==> src/core/scsp_pkg.sv <==
// package: register map, field layout, codes and timing constants for the clock select and prescale block
package scsp_pkg;
   // ==========================================================
   // register map (byte addresses, one aligned word each)
   localparam logic [7:0] ADDR_TRIM      = 8'h00;
   localparam logic [7:0] ADDR_DIVCTL    = 8'h04;
   localparam logic [7:0] ADDR_ASYNC     = 8'h08;
   localparam logic [7:0] ADDR_STATUS    = 8'h0c;
   // ==========================================================
   // field layout
   localparam int UNLOCK_BIT   = 7;
   localparam int EXTIN_BIT    = 6;
   localparam int RANGE_BIT    = 7;
   localparam int DIVSEL_W     = 4;
   localparam logic [3:0] DIVSEL_RST_DIV1 = 4'h0;
   localparam logic [3:0] DIVSEL_RST_DIV8 = 4'h3;
   localparam logic [3:0] DIVSEL_MAX      = 4'h8;
   localparam logic [2:0] UNLOCK_CYCLES   = 3'h4;
   // ==========================================================
   // clock source and start-up fuse codes
   localparam logic [3:0] SRC_EXT      = 4'h0;
   localparam logic [3:0] SRC_RC       = 4'h2;
   localparam logic [3:0] SRC_LF_FAST  = 4'h6;
   localparam logic [3:0] SRC_LF_SLOW  = 4'h7;
   localparam logic [1:0] SUT_NONE     = 2'h0;
   localparam logic [1:0] SUT_SHORT    = 2'h1;
   localparam logic [1:0] SUT_LONG     = 2'h2;
   // ==========================================================
   // timing: figures in their own units, counts derived at 40 MHz
   localparam int CLK_MHZ      = 40;
   localparam int WAKE_LF_FAST = 1024;
   localparam int WAKE_LF_SLOW = 32768;
   localparam int WAKE_EXT     = 6;
   localparam int RST_BASE     = 14;
   localparam int LF_SHORT_US  = 4000;
   localparam int EXT_SHORT_US = 4100;
   localparam int LONG_US      = 65000;
   localparam int LF_SHORT_CYC  = LF_SHORT_US * CLK_MHZ;
   localparam int EXT_SHORT_CYC = EXT_SHORT_US * CLK_MHZ;
   localparam int LONG_CYC      = LONG_US * CLK_MHZ;
   localparam int CNT_W         = 24;

   typedef enum {SCSP_RESET_WAIT, SCSP_RUN, SCSP_WAKE_WAIT} scsp_phase_t;

   typedef struct packed {
      logic [3:0] source_sel;
      logic [1:0] startup_sel;
      logic       clock_out_en;
      logic       div8_init;
      logic [7:0] factory_trim;
   } scsp_fuse_t;
endpackage : scsp_pkg

==> src/core/scsp_top.sv <==
// top: clock source select, start-up delays, glitch-free prescaler, rc trim, axi4-lite slave
`timescale 1ns/1ps
module scsp_top #(
   parameter int LF_SHORT_CYC  = scsp_pkg::LF_SHORT_CYC,
   parameter int EXT_SHORT_CYC = scsp_pkg::EXT_SHORT_CYC,
   parameter int LONG_CYC      = scsp_pkg::LONG_CYC,
   parameter int WAKE_LF_SLOW  = scsp_pkg::WAKE_LF_SLOW
) (
   // clock and reset
   input  wire logic                clk,
   input  wire logic                srst,
   // fuses and pins
   input  wire scsp_pkg::scsp_fuse_t fuses,
   input  wire logic                wake_req,
   // axi4-lite write address and data
   input  wire logic [7:0]          s_axi_awaddr,
   input  wire logic                s_axi_awvalid,
   output logic                     s_axi_awready,
   input  wire logic [31:0]         s_axi_wdata,
   input  wire logic [3:0]          s_axi_wstrb,
   input  wire logic                s_axi_wvalid,
   output logic                     s_axi_wready,
   // axi4-lite write response
   output logic [1:0]               s_axi_bresp,
   output logic                     s_axi_bvalid,
   input  wire logic                s_axi_bready,
   // axi4-lite read
   input  wire logic [7:0]          s_axi_araddr,
   input  wire logic                s_axi_arvalid,
   output logic                     s_axi_arready,
   output logic [31:0]              s_axi_rdata,
   output logic [1:0]               s_axi_rresp,
   output logic                     s_axi_rvalid,
   input  wire logic                s_axi_rready,
   // clock, ready, trim and timer oscillator outputs
   output logic                     sys_clk_en,
   output logic                     clock_output_pin,
   output logic                     clock_output_pin_oe,
   output logic                     core_ready,
   output logic [7:0]               rc_trim_out,
   output logic                     timer_osc_enable,
   output logic                     timer_osc_external_input_select
);
   // ==========================================================
   // registers
   logic [7:0]  rc_osc_trim_q;
   logic [3:0]  divider_select_q;
   logic [3:0]  div_active_q;
   logic [3:0]  div_pending_q;
   logic        div_pending_vld_q;
   logic        divider_change_unlock_q;
   logic [2:0]  unlock_cnt_q;
   logic        ext_in_q;
   logic        timer_en_q;
   logic [8:0]  ripple_q;
   logic        tick_q;
   logic [scsp_pkg::CNT_W-1:0] delay_q;
   scsp_pkg::scsp_phase_t phase_q;
   logic        wake_m1_q, wake_m2_q, wake_m3_q;
   logic        clock_output_pin_q, clock_output_pin_oe_q;

   // ==========================================================
   // axi4-lite handshake state
   logic        aw_hold_q, w_hold_q;
   logic [7:0]  aw_addr_q;
   logic [31:0] w_data_q;
   logic [3:0]  w_strb_q;
   logic        wr_fire;
   logic        wr_lane0;
   logic [1:0]  wr_resp;

   assign wr_fire  = aw_hold_q && w_hold_q && !s_axi_bvalid;
   assign wr_lane0 = w_strb_q[0];

   always_ff @(posedge clk) begin
      if (srst) begin
         aw_hold_q     <= 1'b0;
         w_hold_q      <= 1'b0;
         s_axi_awready <= 1'b0;
         s_axi_wready  <= 1'b0;
         aw_addr_q     <= 8'h00;
         w_data_q      <= 32'h0000_0000;
         w_strb_q      <= 4'h0;
      end else begin
         s_axi_awready <= !aw_hold_q && !s_axi_awready && s_axi_awvalid;
         s_axi_wready  <= !w_hold_q && !s_axi_wready && s_axi_wvalid;
         if (s_axi_awvalid && s_axi_awready) begin
            aw_hold_q <= 1'b1;
            aw_addr_q <= s_axi_awaddr;
         end else if (wr_fire) begin
            aw_hold_q <= 1'b0;
         end
         if (s_axi_wvalid && s_axi_wready) begin
            w_hold_q <= 1'b1;
            w_data_q <= s_axi_wdata;
            w_strb_q <= s_axi_wstrb;
         end else if (wr_fire) begin
            w_hold_q <= 1'b0;
         end
      end
   end

   always_comb begin
      if (aw_addr_q == scsp_pkg::ADDR_TRIM || aw_addr_q == scsp_pkg::ADDR_DIVCTL ||
          aw_addr_q == scsp_pkg::ADDR_ASYNC || aw_addr_q == scsp_pkg::ADDR_STATUS) begin
         wr_resp = 2'h0;
      end else begin
         wr_resp = 2'h2;
      end
   end

   always_ff @(posedge clk) begin
      if (srst) begin
         s_axi_bvalid <= 1'b0;
         s_axi_bresp  <= 2'h0;
      end else if (wr_fire) begin
         s_axi_bvalid <= 1'b1;
         s_axi_bresp  <= wr_resp;
      end else if (s_axi_bready) begin
         s_axi_bvalid <= 1'b0;
      end
   end

   // decoded register writes
   logic wr_trim, wr_div, wr_async;
   assign wr_trim  = wr_fire && wr_lane0 && aw_addr_q == scsp_pkg::ADDR_TRIM;
   assign wr_div   = wr_fire && wr_lane0 && aw_addr_q == scsp_pkg::ADDR_DIVCTL;
   assign wr_async = wr_fire && wr_lane0 && aw_addr_q == scsp_pkg::ADDR_ASYNC;

   // ==========================================================
   // rc trim: factory value reloaded on every reset, except when a trim write lands in the reload cycle
   always_ff @(posedge clk) begin
      if (srst) begin
         rc_osc_trim_q <= 8'h00;
      end else if (phase_q == scsp_pkg::SCSP_RESET_WAIT && delay_q == '0 && !wr_trim) begin
         rc_osc_trim_q <= fuses.factory_trim;
      end else if (wr_trim) begin
         rc_osc_trim_q <= w_data_q[7:0];
      end
   end

   // ==========================================================
   // unlock window
   logic unlock_wr, divsel_wr;
   assign unlock_wr = wr_div && w_data_q[scsp_pkg::UNLOCK_BIT] && w_data_q[6:0] == 7'h00;
   assign divsel_wr = wr_div && !w_data_q[scsp_pkg::UNLOCK_BIT] && divider_change_unlock_q;

   always_ff @(posedge clk) begin
      if (srst) begin
         divider_change_unlock_q <= 1'b0;
         unlock_cnt_q            <= 3'h0;
      end else if (divsel_wr) begin
         divider_change_unlock_q <= 1'b0;
      end else if (divider_change_unlock_q) begin
         unlock_cnt_q <= unlock_cnt_q + 3'h1;
         if (unlock_cnt_q + 3'h1 >= scsp_pkg::UNLOCK_CYCLES) begin
            divider_change_unlock_q <= 1'b0;
         end
      end else if (unlock_wr) begin
         divider_change_unlock_q <= 1'b1;
         unlock_cnt_q            <= 3'h0;
      end
   end

   // ==========================================================
   // divider select, reset by the div8 fuse
   always_ff @(posedge clk) begin
      if (srst) begin
         divider_select_q <= scsp_pkg::DIVSEL_RST_DIV1;
      end else if (phase_q == scsp_pkg::SCSP_RESET_WAIT && delay_q == '0) begin
         divider_select_q <= fuses.div8_init ? scsp_pkg::DIVSEL_RST_DIV8
                                             : scsp_pkg::DIVSEL_RST_DIV1;
      end else if (divsel_wr) begin
         divider_select_q <= w_data_q[scsp_pkg::DIVSEL_W-1:0];
      end
   end

   // ==========================================================
   // ripple prescaler on the undivided clock; tick is one enable per divided period
   logic       term;
   logic [8:0] div_mask;
   always_comb begin
      if (div_active_q > scsp_pkg::DIVSEL_MAX) begin
         div_mask = 9'h000;
      end else begin
         div_mask = 9'((10'h001 << div_active_q) - 10'h001);
      end
   end
   assign term = (ripple_q & div_mask) == div_mask;

   always_ff @(posedge clk) begin
      if (srst) begin
         ripple_q <= 9'h000;
         tick_q   <= 1'b0;
      end else begin
         ripple_q <= term ? 9'h000 : ripple_q + 9'h001;
         tick_q   <= term;
      end
   end

   // switch at the next old-rate period boundary: no short period, and the
   // period right after that boundary already runs at the new rate
   always_ff @(posedge clk) begin
      if (srst) begin
         div_active_q      <= scsp_pkg::DIVSEL_RST_DIV1;
         div_pending_q     <= scsp_pkg::DIVSEL_RST_DIV1;
         div_pending_vld_q <= 1'b0;
      end else if (div_pending_q != divider_select_q) begin
         div_pending_q     <= divider_select_q;
         div_pending_vld_q <= 1'b1;
      end else if (div_pending_vld_q && term) begin
         div_active_q      <= div_pending_q;
         div_pending_vld_q <= 1'b0;
      end
   end

   // ==========================================================
   // wake pin synchroniser
   always_ff @(posedge clk) begin
      if (srst) begin
         wake_m1_q <= 1'b0;
         wake_m2_q <= 1'b0;
         wake_m3_q <= 1'b0;
      end else begin
         wake_m1_q <= wake_req;
         wake_m2_q <= wake_m1_q;
         wake_m3_q <= wake_m2_q;
      end
   end

   // ==========================================================
   // start-up delay sequencer
   logic [scsp_pkg::CNT_W-1:0] reset_extra, wake_len;
   logic lf_src, ext_src;
   assign lf_src  = fuses.source_sel == scsp_pkg::SRC_LF_FAST ||
                    fuses.source_sel == scsp_pkg::SRC_LF_SLOW;
   assign ext_src = fuses.source_sel == scsp_pkg::SRC_EXT;

   always_comb begin
      reset_extra = scsp_pkg::CNT_W'(scsp_pkg::RST_BASE);
      if (fuses.startup_sel == scsp_pkg::SUT_SHORT) begin
         reset_extra = scsp_pkg::CNT_W'(scsp_pkg::RST_BASE + (ext_src ? EXT_SHORT_CYC
                                                                      : LF_SHORT_CYC));
      end else if (fuses.startup_sel == scsp_pkg::SUT_LONG) begin
         reset_extra = scsp_pkg::CNT_W'(scsp_pkg::RST_BASE + LONG_CYC);
      end
      if (lf_src) begin
         wake_len = (fuses.source_sel == scsp_pkg::SRC_LF_SLOW) ?
                    scsp_pkg::CNT_W'(WAKE_LF_SLOW) :
                    scsp_pkg::CNT_W'(scsp_pkg::WAKE_LF_FAST);
      end else begin
         wake_len = scsp_pkg::CNT_W'(scsp_pkg::WAKE_EXT);
      end
   end

   always_ff @(posedge clk) begin
      if (srst) begin
         phase_q <= scsp_pkg::SCSP_RESET_WAIT;
         delay_q <= '1;
      end else begin
         case (phase_q)
            scsp_pkg::SCSP_RESET_WAIT: begin
               if (delay_q == '1) begin
                  delay_q <= reset_extra;
               end else if (delay_q == '0) begin
                  phase_q <= scsp_pkg::SCSP_RUN;
               end else begin
                  delay_q <= delay_q - 1'b1;
               end
            end
            scsp_pkg::SCSP_RUN: begin
               if (wake_m2_q && !wake_m3_q) begin
                  phase_q <= scsp_pkg::SCSP_WAKE_WAIT;
                  delay_q <= wake_len;
               end
            end
            default: begin
               if (delay_q <= 1) begin
                  phase_q <= scsp_pkg::SCSP_RUN;
                  delay_q <= '0;
               end else begin
                  delay_q <= delay_q - 1'b1;
               end
            end
         endcase
      end
   end

   // ==========================================================
   // async timer control
   always_ff @(posedge clk) begin
      if (srst) begin
         ext_in_q   <= 1'b0;
         timer_en_q <= 1'b0;
      end else if (wr_async) begin
         ext_in_q   <= w_data_q[scsp_pkg::EXTIN_BIT];
         timer_en_q <= w_data_q[0] && fuses.source_sel == scsp_pkg::SRC_RC;
      end else if (fuses.source_sel != scsp_pkg::SRC_RC) begin
         timer_en_q <= 1'b0;
      end
   end

   // ==========================================================
   // clock output: divided clock, held low during reset
   // the pin enable follows the fuse even while reset is held
   always_ff @(posedge clk) begin
      clock_output_pin_oe_q <= fuses.clock_out_en;
      if (srst) begin
         clock_output_pin_q <= 1'b0;
      end else begin
         clock_output_pin_q <= tick_q ? !clock_output_pin_q : clock_output_pin_q;
      end
   end

   // ==========================================================
   // read channel
   always_ff @(posedge clk) begin
      if (srst) begin
         s_axi_arready <= 1'b0;
         s_axi_rvalid  <= 1'b0;
         s_axi_rdata   <= 32'h0000_0000;
         s_axi_rresp   <= 2'h0;
      end else begin
         s_axi_arready <= !s_axi_rvalid && !s_axi_arready && s_axi_arvalid;
         if (s_axi_arvalid && s_axi_arready) begin
            s_axi_rvalid <= 1'b1;
            s_axi_rresp  <= 2'h0;
            if (s_axi_araddr == scsp_pkg::ADDR_TRIM) begin
               s_axi_rdata <= {24'h000000, rc_osc_trim_q};
            end else if (s_axi_araddr == scsp_pkg::ADDR_DIVCTL) begin
               s_axi_rdata <= {24'h000000, divider_change_unlock_q, 3'h0, divider_select_q};
            end else if (s_axi_araddr == scsp_pkg::ADDR_ASYNC) begin
               s_axi_rdata <= {24'h000000, 1'b0, ext_in_q, 5'h00, timer_en_q};
            end else if (s_axi_araddr == scsp_pkg::ADDR_STATUS) begin
               s_axi_rdata <= {24'h000000, div_pending_vld_q, 2'h0,
                               phase_q == scsp_pkg::SCSP_RUN, div_active_q};
            end else begin
               s_axi_rdata <= 32'h0000_0000;
               s_axi_rresp <= 2'h2;
            end
         end else if (s_axi_rready) begin
            s_axi_rvalid <= 1'b0;
         end
      end
   end

   // ==========================================================
   // outputs
   logic ready_q;
   always_ff @(posedge clk) begin
      if (srst) begin
         ready_q <= 1'b0;
      end else begin
         ready_q <= phase_q == scsp_pkg::SCSP_RUN;
      end
   end
   assign sys_clk_en                      = tick_q;
   assign clock_output_pin                = clock_output_pin_q;
   assign clock_output_pin_oe             = clock_output_pin_oe_q;
   assign core_ready                      = ready_q;
   assign rc_trim_out                     = rc_osc_trim_q;
   assign timer_osc_enable                = timer_en_q;
   assign timer_osc_external_input_select = ext_in_q;
endmodule : scsp_top

==> config.mk <==
export PLATFORM = sky130hd
export DESIGN_NAME = scsp_top
export DESIGN_NICKNAME = d
export VERILOG_FILES = /design/src/core/scsp_pkg.sv /design/src/core/scsp_top.sv
export SDC_FILE = /design/constraint.sdc
export NUM_CORES = 1
export LEC_CHECK = 0
export ABC_AREA = 1
export BUFFER_PORTS_ARGS = -buffer_cell sky130_fd_sc_hd__buf_2
export CORE_MARGIN = 8
export CORE_UTILIZATION = 33
export CTS_BUF_LIST = sky130_fd_sc_hd__clkbuf_8
export CTS_CLUSTER_SIZE = 25
export DETAILED_ROUTE_END_ITERATION = 10
export PLACE_DENSITY = 0.59
export SYNTH_ARGS = -nofsm -noshare
export SYNTH_HDL_FRONTEND = slang
export SYNTH_SLANG_ARGS = --single-unit
==> constraint.sdc <==
create_clock -name clk -period 2.6 [get_ports clk]
set_input_delay 0.52 -clock clk [delete_from_list [all_inputs] [get_ports clk]]
set_output_delay 0.52 -clock clk [all_outputs]
set_load 0.01 [all_outputs]
==> flow_summary.ini, run 1 <==
[detailed_routing]
routed_wl_um = 14200
routedWlPerCell_um = 12.6
via_per_inst = 4.57
dr_total_vias = 5161
ant_nets = 0
drcViolationCount = 0
firstDrtPassIters = 4
drt_iter0_drc = 268

[timing]
finalSetupViolCount = 0
worst_pin_slew_ns = 0.522
final.setup.tns_ns = 0
drv_slew = 0
rsz0062_at_grt = no
clock.fmax_mhz = 505
relSlewSlack_pct = 65.1
clock_skew_ns = 0.0160
hold_violations = 0
min_period_ns = 1.98
finalCritPeriodShare_pct = 76.1

[layout]
layout_common_cells = nand2_1, nor2_1, inv_1
areaGrowthSynthToFinish_pct = 12.5
fin_nets = 985
antennaDiodeCount = 0
nFillCells = 1903
final_cells = 1130
final_common_cell = nand2_1
drive_gt1_share_pct = 15.4

[yosys]
synth.distinct_cells = 39
synth.ff_latch_count = 102
syn_avg_cell_area_um2 = 6.81
ys_seq_area_share_pct = 36.1
netlist_area_mm2 = 0.00565
synth_area_leaders = dfxtp_1, nand2_1, nor2_1
synthCells = 829
yosys_warnings = 0
synth_top_area_cell = dfxtp_1
synth_top_area_share_pct = 36.1

[setup_path]
reg2reg_from = div_active_q[0]$_SDFFE_PP0P_
cp-end-kind = flop
reg2reg_slack_ns = 0.62
crit_path_start = div_active_q[0]$_SDFFE_PP0P_
crit_fanout = 9
reg2reg_to = div_pending_vld_q$_SDFFE_PP0P_
r2r_cells = 11
cp.required_ns = 2.92
crit_arrival_ns = 2.30
critical_path.startpoint_type = flop
path_class = flop to flop
crit_end = div_pending_vld_q$_SDFFE_PP0P_

[placed_design]
gp_congestion = 0.893
numPortBuffers = 77
dp_cells = 1114
dpl.hpwl_um = 11000

[cts]
clk_latency_ns = 0.39
post_cts_buffers = 0
path_clk_slew_ns = 0.10
cts-buffers-inserted = 9
clock_path_buffers = 2
cts_tree = built
cts.sinks = 102
clock-root-buffer = clkbuf_8
htreeDepth = 3
hold_buffers = 0
post_cts_resized = 0

[hold_path]
hp-start = fuses[9]
hold_class = primary input to flop

[floorplanning]
die_area_mm2 = 0.0216
die_w_um = 147
die_h_um = 147
num_io_pins = 131
fp-row-count = 48
initial_core_util_pct = 33.2
core_area_mm2 = 0.0170

[grt]
grt_pass1_wl_um = 23700
grt_start_max_net_pins = 50
track_usage_pct = 13.4
grt_pass1_vias = 4828
overflow = 0
antenna_found_initial = 0

[job]
maxCapViolCount = 0

[power_and_ir_drop]
ir_drop_uv = 288
finalPower_w = 0.00457
leakage_nw = 3.03
p_per_area_mw_per_mm2 = 718

[outcome]
status = finished clean
## flip-flops by register name (all words and copies together), names as in the netlist, 2 cells and up
| register | count |
|---|---|
| delay_q | 24 |
| aw_addr_q | 8 |
| rc_trim_out | 8 |
| ripple_q | 8 |
| s_axi_rdata | 8 |
| w_data_q | 8 |
| div_active_q | 4 |
| div_pending_q | 4 |
| divider_select_q | 4 |
| unlock_cnt_q | 3 |
| phase_q | 2 |
## metal layers
layer  global-route usage, %  up-vias  wire [um]
met5                       0        -          0
met1                    17.4     2292       6910
met2                    21.6      109       6410
li1                        -     2744          -
met4                    4.74        0        214
met3                    2.55       16        700
## cell usage after synthesis
cell,number
a211oi_1,1
a21oi_1,43
a21oi_2,2
a31oi_1,1
and2_1,3
buf_2,3
buf_4,28
buf_6,3
clkbuf_1,13
conb_1,1
dfxtp_1,102
ha_1,9
inv_1,105
inv_2,4
inv_4,1
nand2_1,159
nand2_2,6
nand2_4,2
nand2_8,1
nand3_1,79
nand3_2,3
nand3b_1,1
nand4_1,19
nor2_1,107
nor2_2,11
nor2_4,3
nor2_8,3
nor3_1,12
nor3_2,1
o211ai_1,7
o21ai_0,54
o21ai_1,7
o21ai_2,1
o21bai_1,3
o22ai_1,5
o31ai_1,1
or2_2,3
xnor2_1,14
xor2_1,8
## worst max-delay path, cell delays in order, from the launching register on
cell     delay (ns)
dfxtp_1        0.46
nor2_1         0.12
nand2_1        0.10
ha_1           0.23
inv_1          0.07
o21ai_0        0.14
nand2_1        0.06
a21oi_1        0.12
nand2_1        0.09
nand2_1        0.11
nand2_1        0.20
o21ai_0        0.20
## worst min path at each step
stage,cells after the start,endpoint,slack [ns]
global placement,2,wake_m2_q$_SDFF_PP0_,0.39
floorplan,2,wake_m2_q$_SDFF_PP0_,0.39
global route,1,clock_output_pin_oe$_DFF_P_,0.21
detailed placement,2,wake_m2_q$_SDFF_PP0_,0.40
finish,1,clock_output_pin_oe$_DFF_P_,0.23
CTS,1,clock_output_pin_oe$_DFF_P_,0.20
## power by group
| group | internal, W | switching, W | total, W |
|---|---|---|---|
| clock | 0.000468 | 0.000609 | 0.00108 |
| sequential | 0.00177 | 0.000293 | 0.00206 |
| combinational | 0.000522 | 0.000906 | 0.00143 |
| total | 0.00276 | 0.00181 | 0.00457 |
## through the flow
step                      hold WS [ns]  worst slack (ns)  utilization [%]  area, um2
after floorplan                  0.388             0.924                -       5740
after global placement           0.392             0.633             36.1       6140
after detailed placement         0.399             0.626             36.1       6140
after CTS                        0.205             0.604             37.4       6360
after global routing             0.209             0.288             37.4       6360
final                            0.228             0.621             37.4       6360
## logic make-up after synthesis
group / Yosys count / synth area share (%)
other cells: 1 / 0.0664
compound gates: 125 / 11.9
flops: 102 / 36.1
fa+ha+maj: 9 / 1.99
buf+inv: 157 / 12.8
simple gates: 413 / 33.6
xor+xnor: 22 / 3.41
## area by class of cell
cell class                      instances  area (um2)  share of cell area, %
Tap cell                              225         282                   4.43
Inverter                              110         415                   6.54
Timing Repair Buffer                   82         423                   6.65
Multi-Input combinational cell        595        2980                   46.9
Sequential cell                       102        2040                   32.1
Clock inverter                          7        92.6                   1.46
Clock buffer                            9         124                   1.95
No activity file was read; power rests on OpenSTA's default activity.
==> inputs of run 2 (changes only) <==
PLACE_DENSITY = 0.61   (was 0.59)
clock period = 1.75 ns   (was 2.6 ns; I/O delays follow)
==> flow_summary.ini, run 2 (same netlist as run 1, synthesis figures left out) <==
[setup_path]
cp-end-kind = flop
crit_fanout = 8
reg2reg_to = ripple_q[2]$_SDFF_PP0_
critical_path.startpoint_type = flop
crit_arrival_ns = 1.97
reg2reg_slack_ns = 0.1
r2r_cells = 11
cp.required_ns = 2.07
reg2reg_from = div_active_q[3]$_SDFFE_PP0P_
path_class = flop to flop

[grt]
track_usage_pct = 13.8
grt_pass1_wl_um = 24600
antenna_found_initial = 0
overflow = 0
grt_pass1_vias = 5003
grt_start_max_net_pins = 52

[cts]
cts.sinks = 102
hold_buffers = 0
htreeDepth = 3
path_clk_slew_ns = 0.11
cts_tree = built
clk_latency_ns = 0.38
clock_path_buffers = 2
post_cts_buffers = 0
clock-root-buffer = clkbuf_8
cts-buffers-inserted = 9

[detailed_routing]
routed_wl_um = 14700
dr_total_vias = 5344
drcViolationCount = 0
via_per_inst = 4.58
ant_nets = 0
drt_iter0_drc = 368
routedWlPerCell_um = 12.6
firstDrtPassIters = 4

[power_and_ir_drop]
p_per_area_mw_per_mm2 = 1040
ir_drop_uv = 393
leakage_nw = 3.22

[timing]
worst_pin_slew_ns = 0.529
clock.fmax_mhz = 606
holdWs_ns = 0.0636
finalCritPeriodShare_pct = 94.3
relSlewSlack_pct = 64.6
hold_violations = 0
rsz0062_at_grt = yes
finalSetupViolCount = 0
setup_ws_ns = 0.0994
drv_slew = 0
clock_skew_ns = 0.0158
min_period_ns = 1.65

[layout]
largest-register = delay_q
layout_common_cells = nand2_1, inv_1, nor2_1
final_cells = 1168
nFillCells = 1837
fin_nets = 1023
areaGrowthSynthToFinish_pct = 20.8
finalCoreUtilization_pct = 40.1
final_common_cell = nand2_1
drive_gt1_share_pct = 24.0
largest_reg_flops = 24
antennaDiodeCount = 0

[floorplanning]
initial_core_util_pct = 33.2
num_io_pins = 131
die_w_um = 147
die_area_mm2 = 0.0216
die_h_um = 147
fp-row-count = 48
core_area_mm2 = 0.0170

[hold_path]
holdPathStages = 1
hold_class = primary input to flop
hp-start = fuses[9]
whs_endpoint = clock_output_pin_oe$_DFF_P_

[placed_design]
dpl.hpwl_um = 11300
gp_congestion = 0.859
dp_cells = 1152
numPortBuffers = 77
place_ws_ns = -0.107

[job]
maxCapViolCount = 0

[outcome]
status = finished clean
run 2: cell count changes in the layout (fill, tap and decap cells not counted), moves of 4 or more:
cell and delta:
nand2_1 -10, dfxtp_2 +13, inv_2 +4, dfxtp_1 -16
inv_1 -5, nor2_2 +6, nor2_1 -8, buf_4 +33
nand2_2 +8
run 2: critical path, stage by stage, from the launching register on:
cell      delay (ns)
dfxtp_2         0.35
nor2_4          0.13
nand3_2         0.11
ha_4            0.19
nand3_1         0.08
nand2_1         0.05
o21bai_1        0.18
nand2_2         0.12
nand2_2         0.09
nand2_2         0.06
buf_6           0.14
a21oi_2         0.10
run 2: routing by layer:
layer | GRT usage (%) | vias to the layer above | share of wire, %
met1 | 18.3 | 2402 | 49
met5 | 0 | - | 0
met4 | 5.00 | 0 | 1.3
met3 | 2.25 | 12 | 3.9
met2 | 21.9 | 106 | 46
li1 | - | 2824 | -
run 2: per-stage QoR:
| step | area, um2 | TNS, ns | total power (W) |
|---|---|---|---|
| floorplan | 5740 | 0 | 0.00476 |
| global placement | 6450 | -0.224 | 0.00551 |
| detailed placement | 6450 | -0.382 | 0.00553 |
| CTS | 6660 | 0 | 0.00701 |
| global route | 6820 | -0.228 | 0.00762 |
| finish | 6820 | 0 | 0.00708 |
run 2: worst max path at each step:
stage / start / endpoint / slack [ns] / depth (start not counted)
floorplan: div_active_q[2]$_SDFFE_PP0P_ / div_active_q[0]$_SDFFE_PP0P_ / 0.07 / 13
global placement: div_active_q[2]$_SDFFE_PP0P_ / div_active_q[1]$_SDFFE_PP0P_ / -0.06 / 13
detailed placement: div_active_q[2]$_SDFFE_PP0P_ / div_active_q[0]$_SDFFE_PP0P_ / -0.11 / 13
CTS: delay_q[15]$_SDFFE_PP1P_ / delay_q[23]$_SDFFE_PP1P_ / 0.01 / 9
global route: div_active_q[3]$_SDFFE_PP0P_ / div_active_q[3]$_SDFFE_PP0P_ / -0.04 / 14
finish: div_active_q[3]$_SDFFE_PP0P_ / ripple_q[2]$_SDFF_PP0_ / 0.1 / 11
run 2: area by class of cell:
class | instances | area (um2) | area share, %
clock inverter | 7 | 66.3 | 0.972
timing repair buffer | 120 | 744 | 10.9
clock buffer | 9 | 124 | 1.82
sequential | 102 | 2070 | 30.3
inverter | 110 | 418 | 6.13
multi-input combinational | 595 | 3120 | 45.7
tap | 225 | 282 | 4.13
run 2: timing repair:
item | 4_1_cts | 5_1_grt
pin swaps | 0 | 11
endpoints found under the setup margin | 13 | 51
resized for setup | 6 | 61
run 2: power by group:
group	internal (W)	switching (W)
logic	0.00104	0.00153
registers	0.00266	0.000393
clock network	0.000550	0.000907
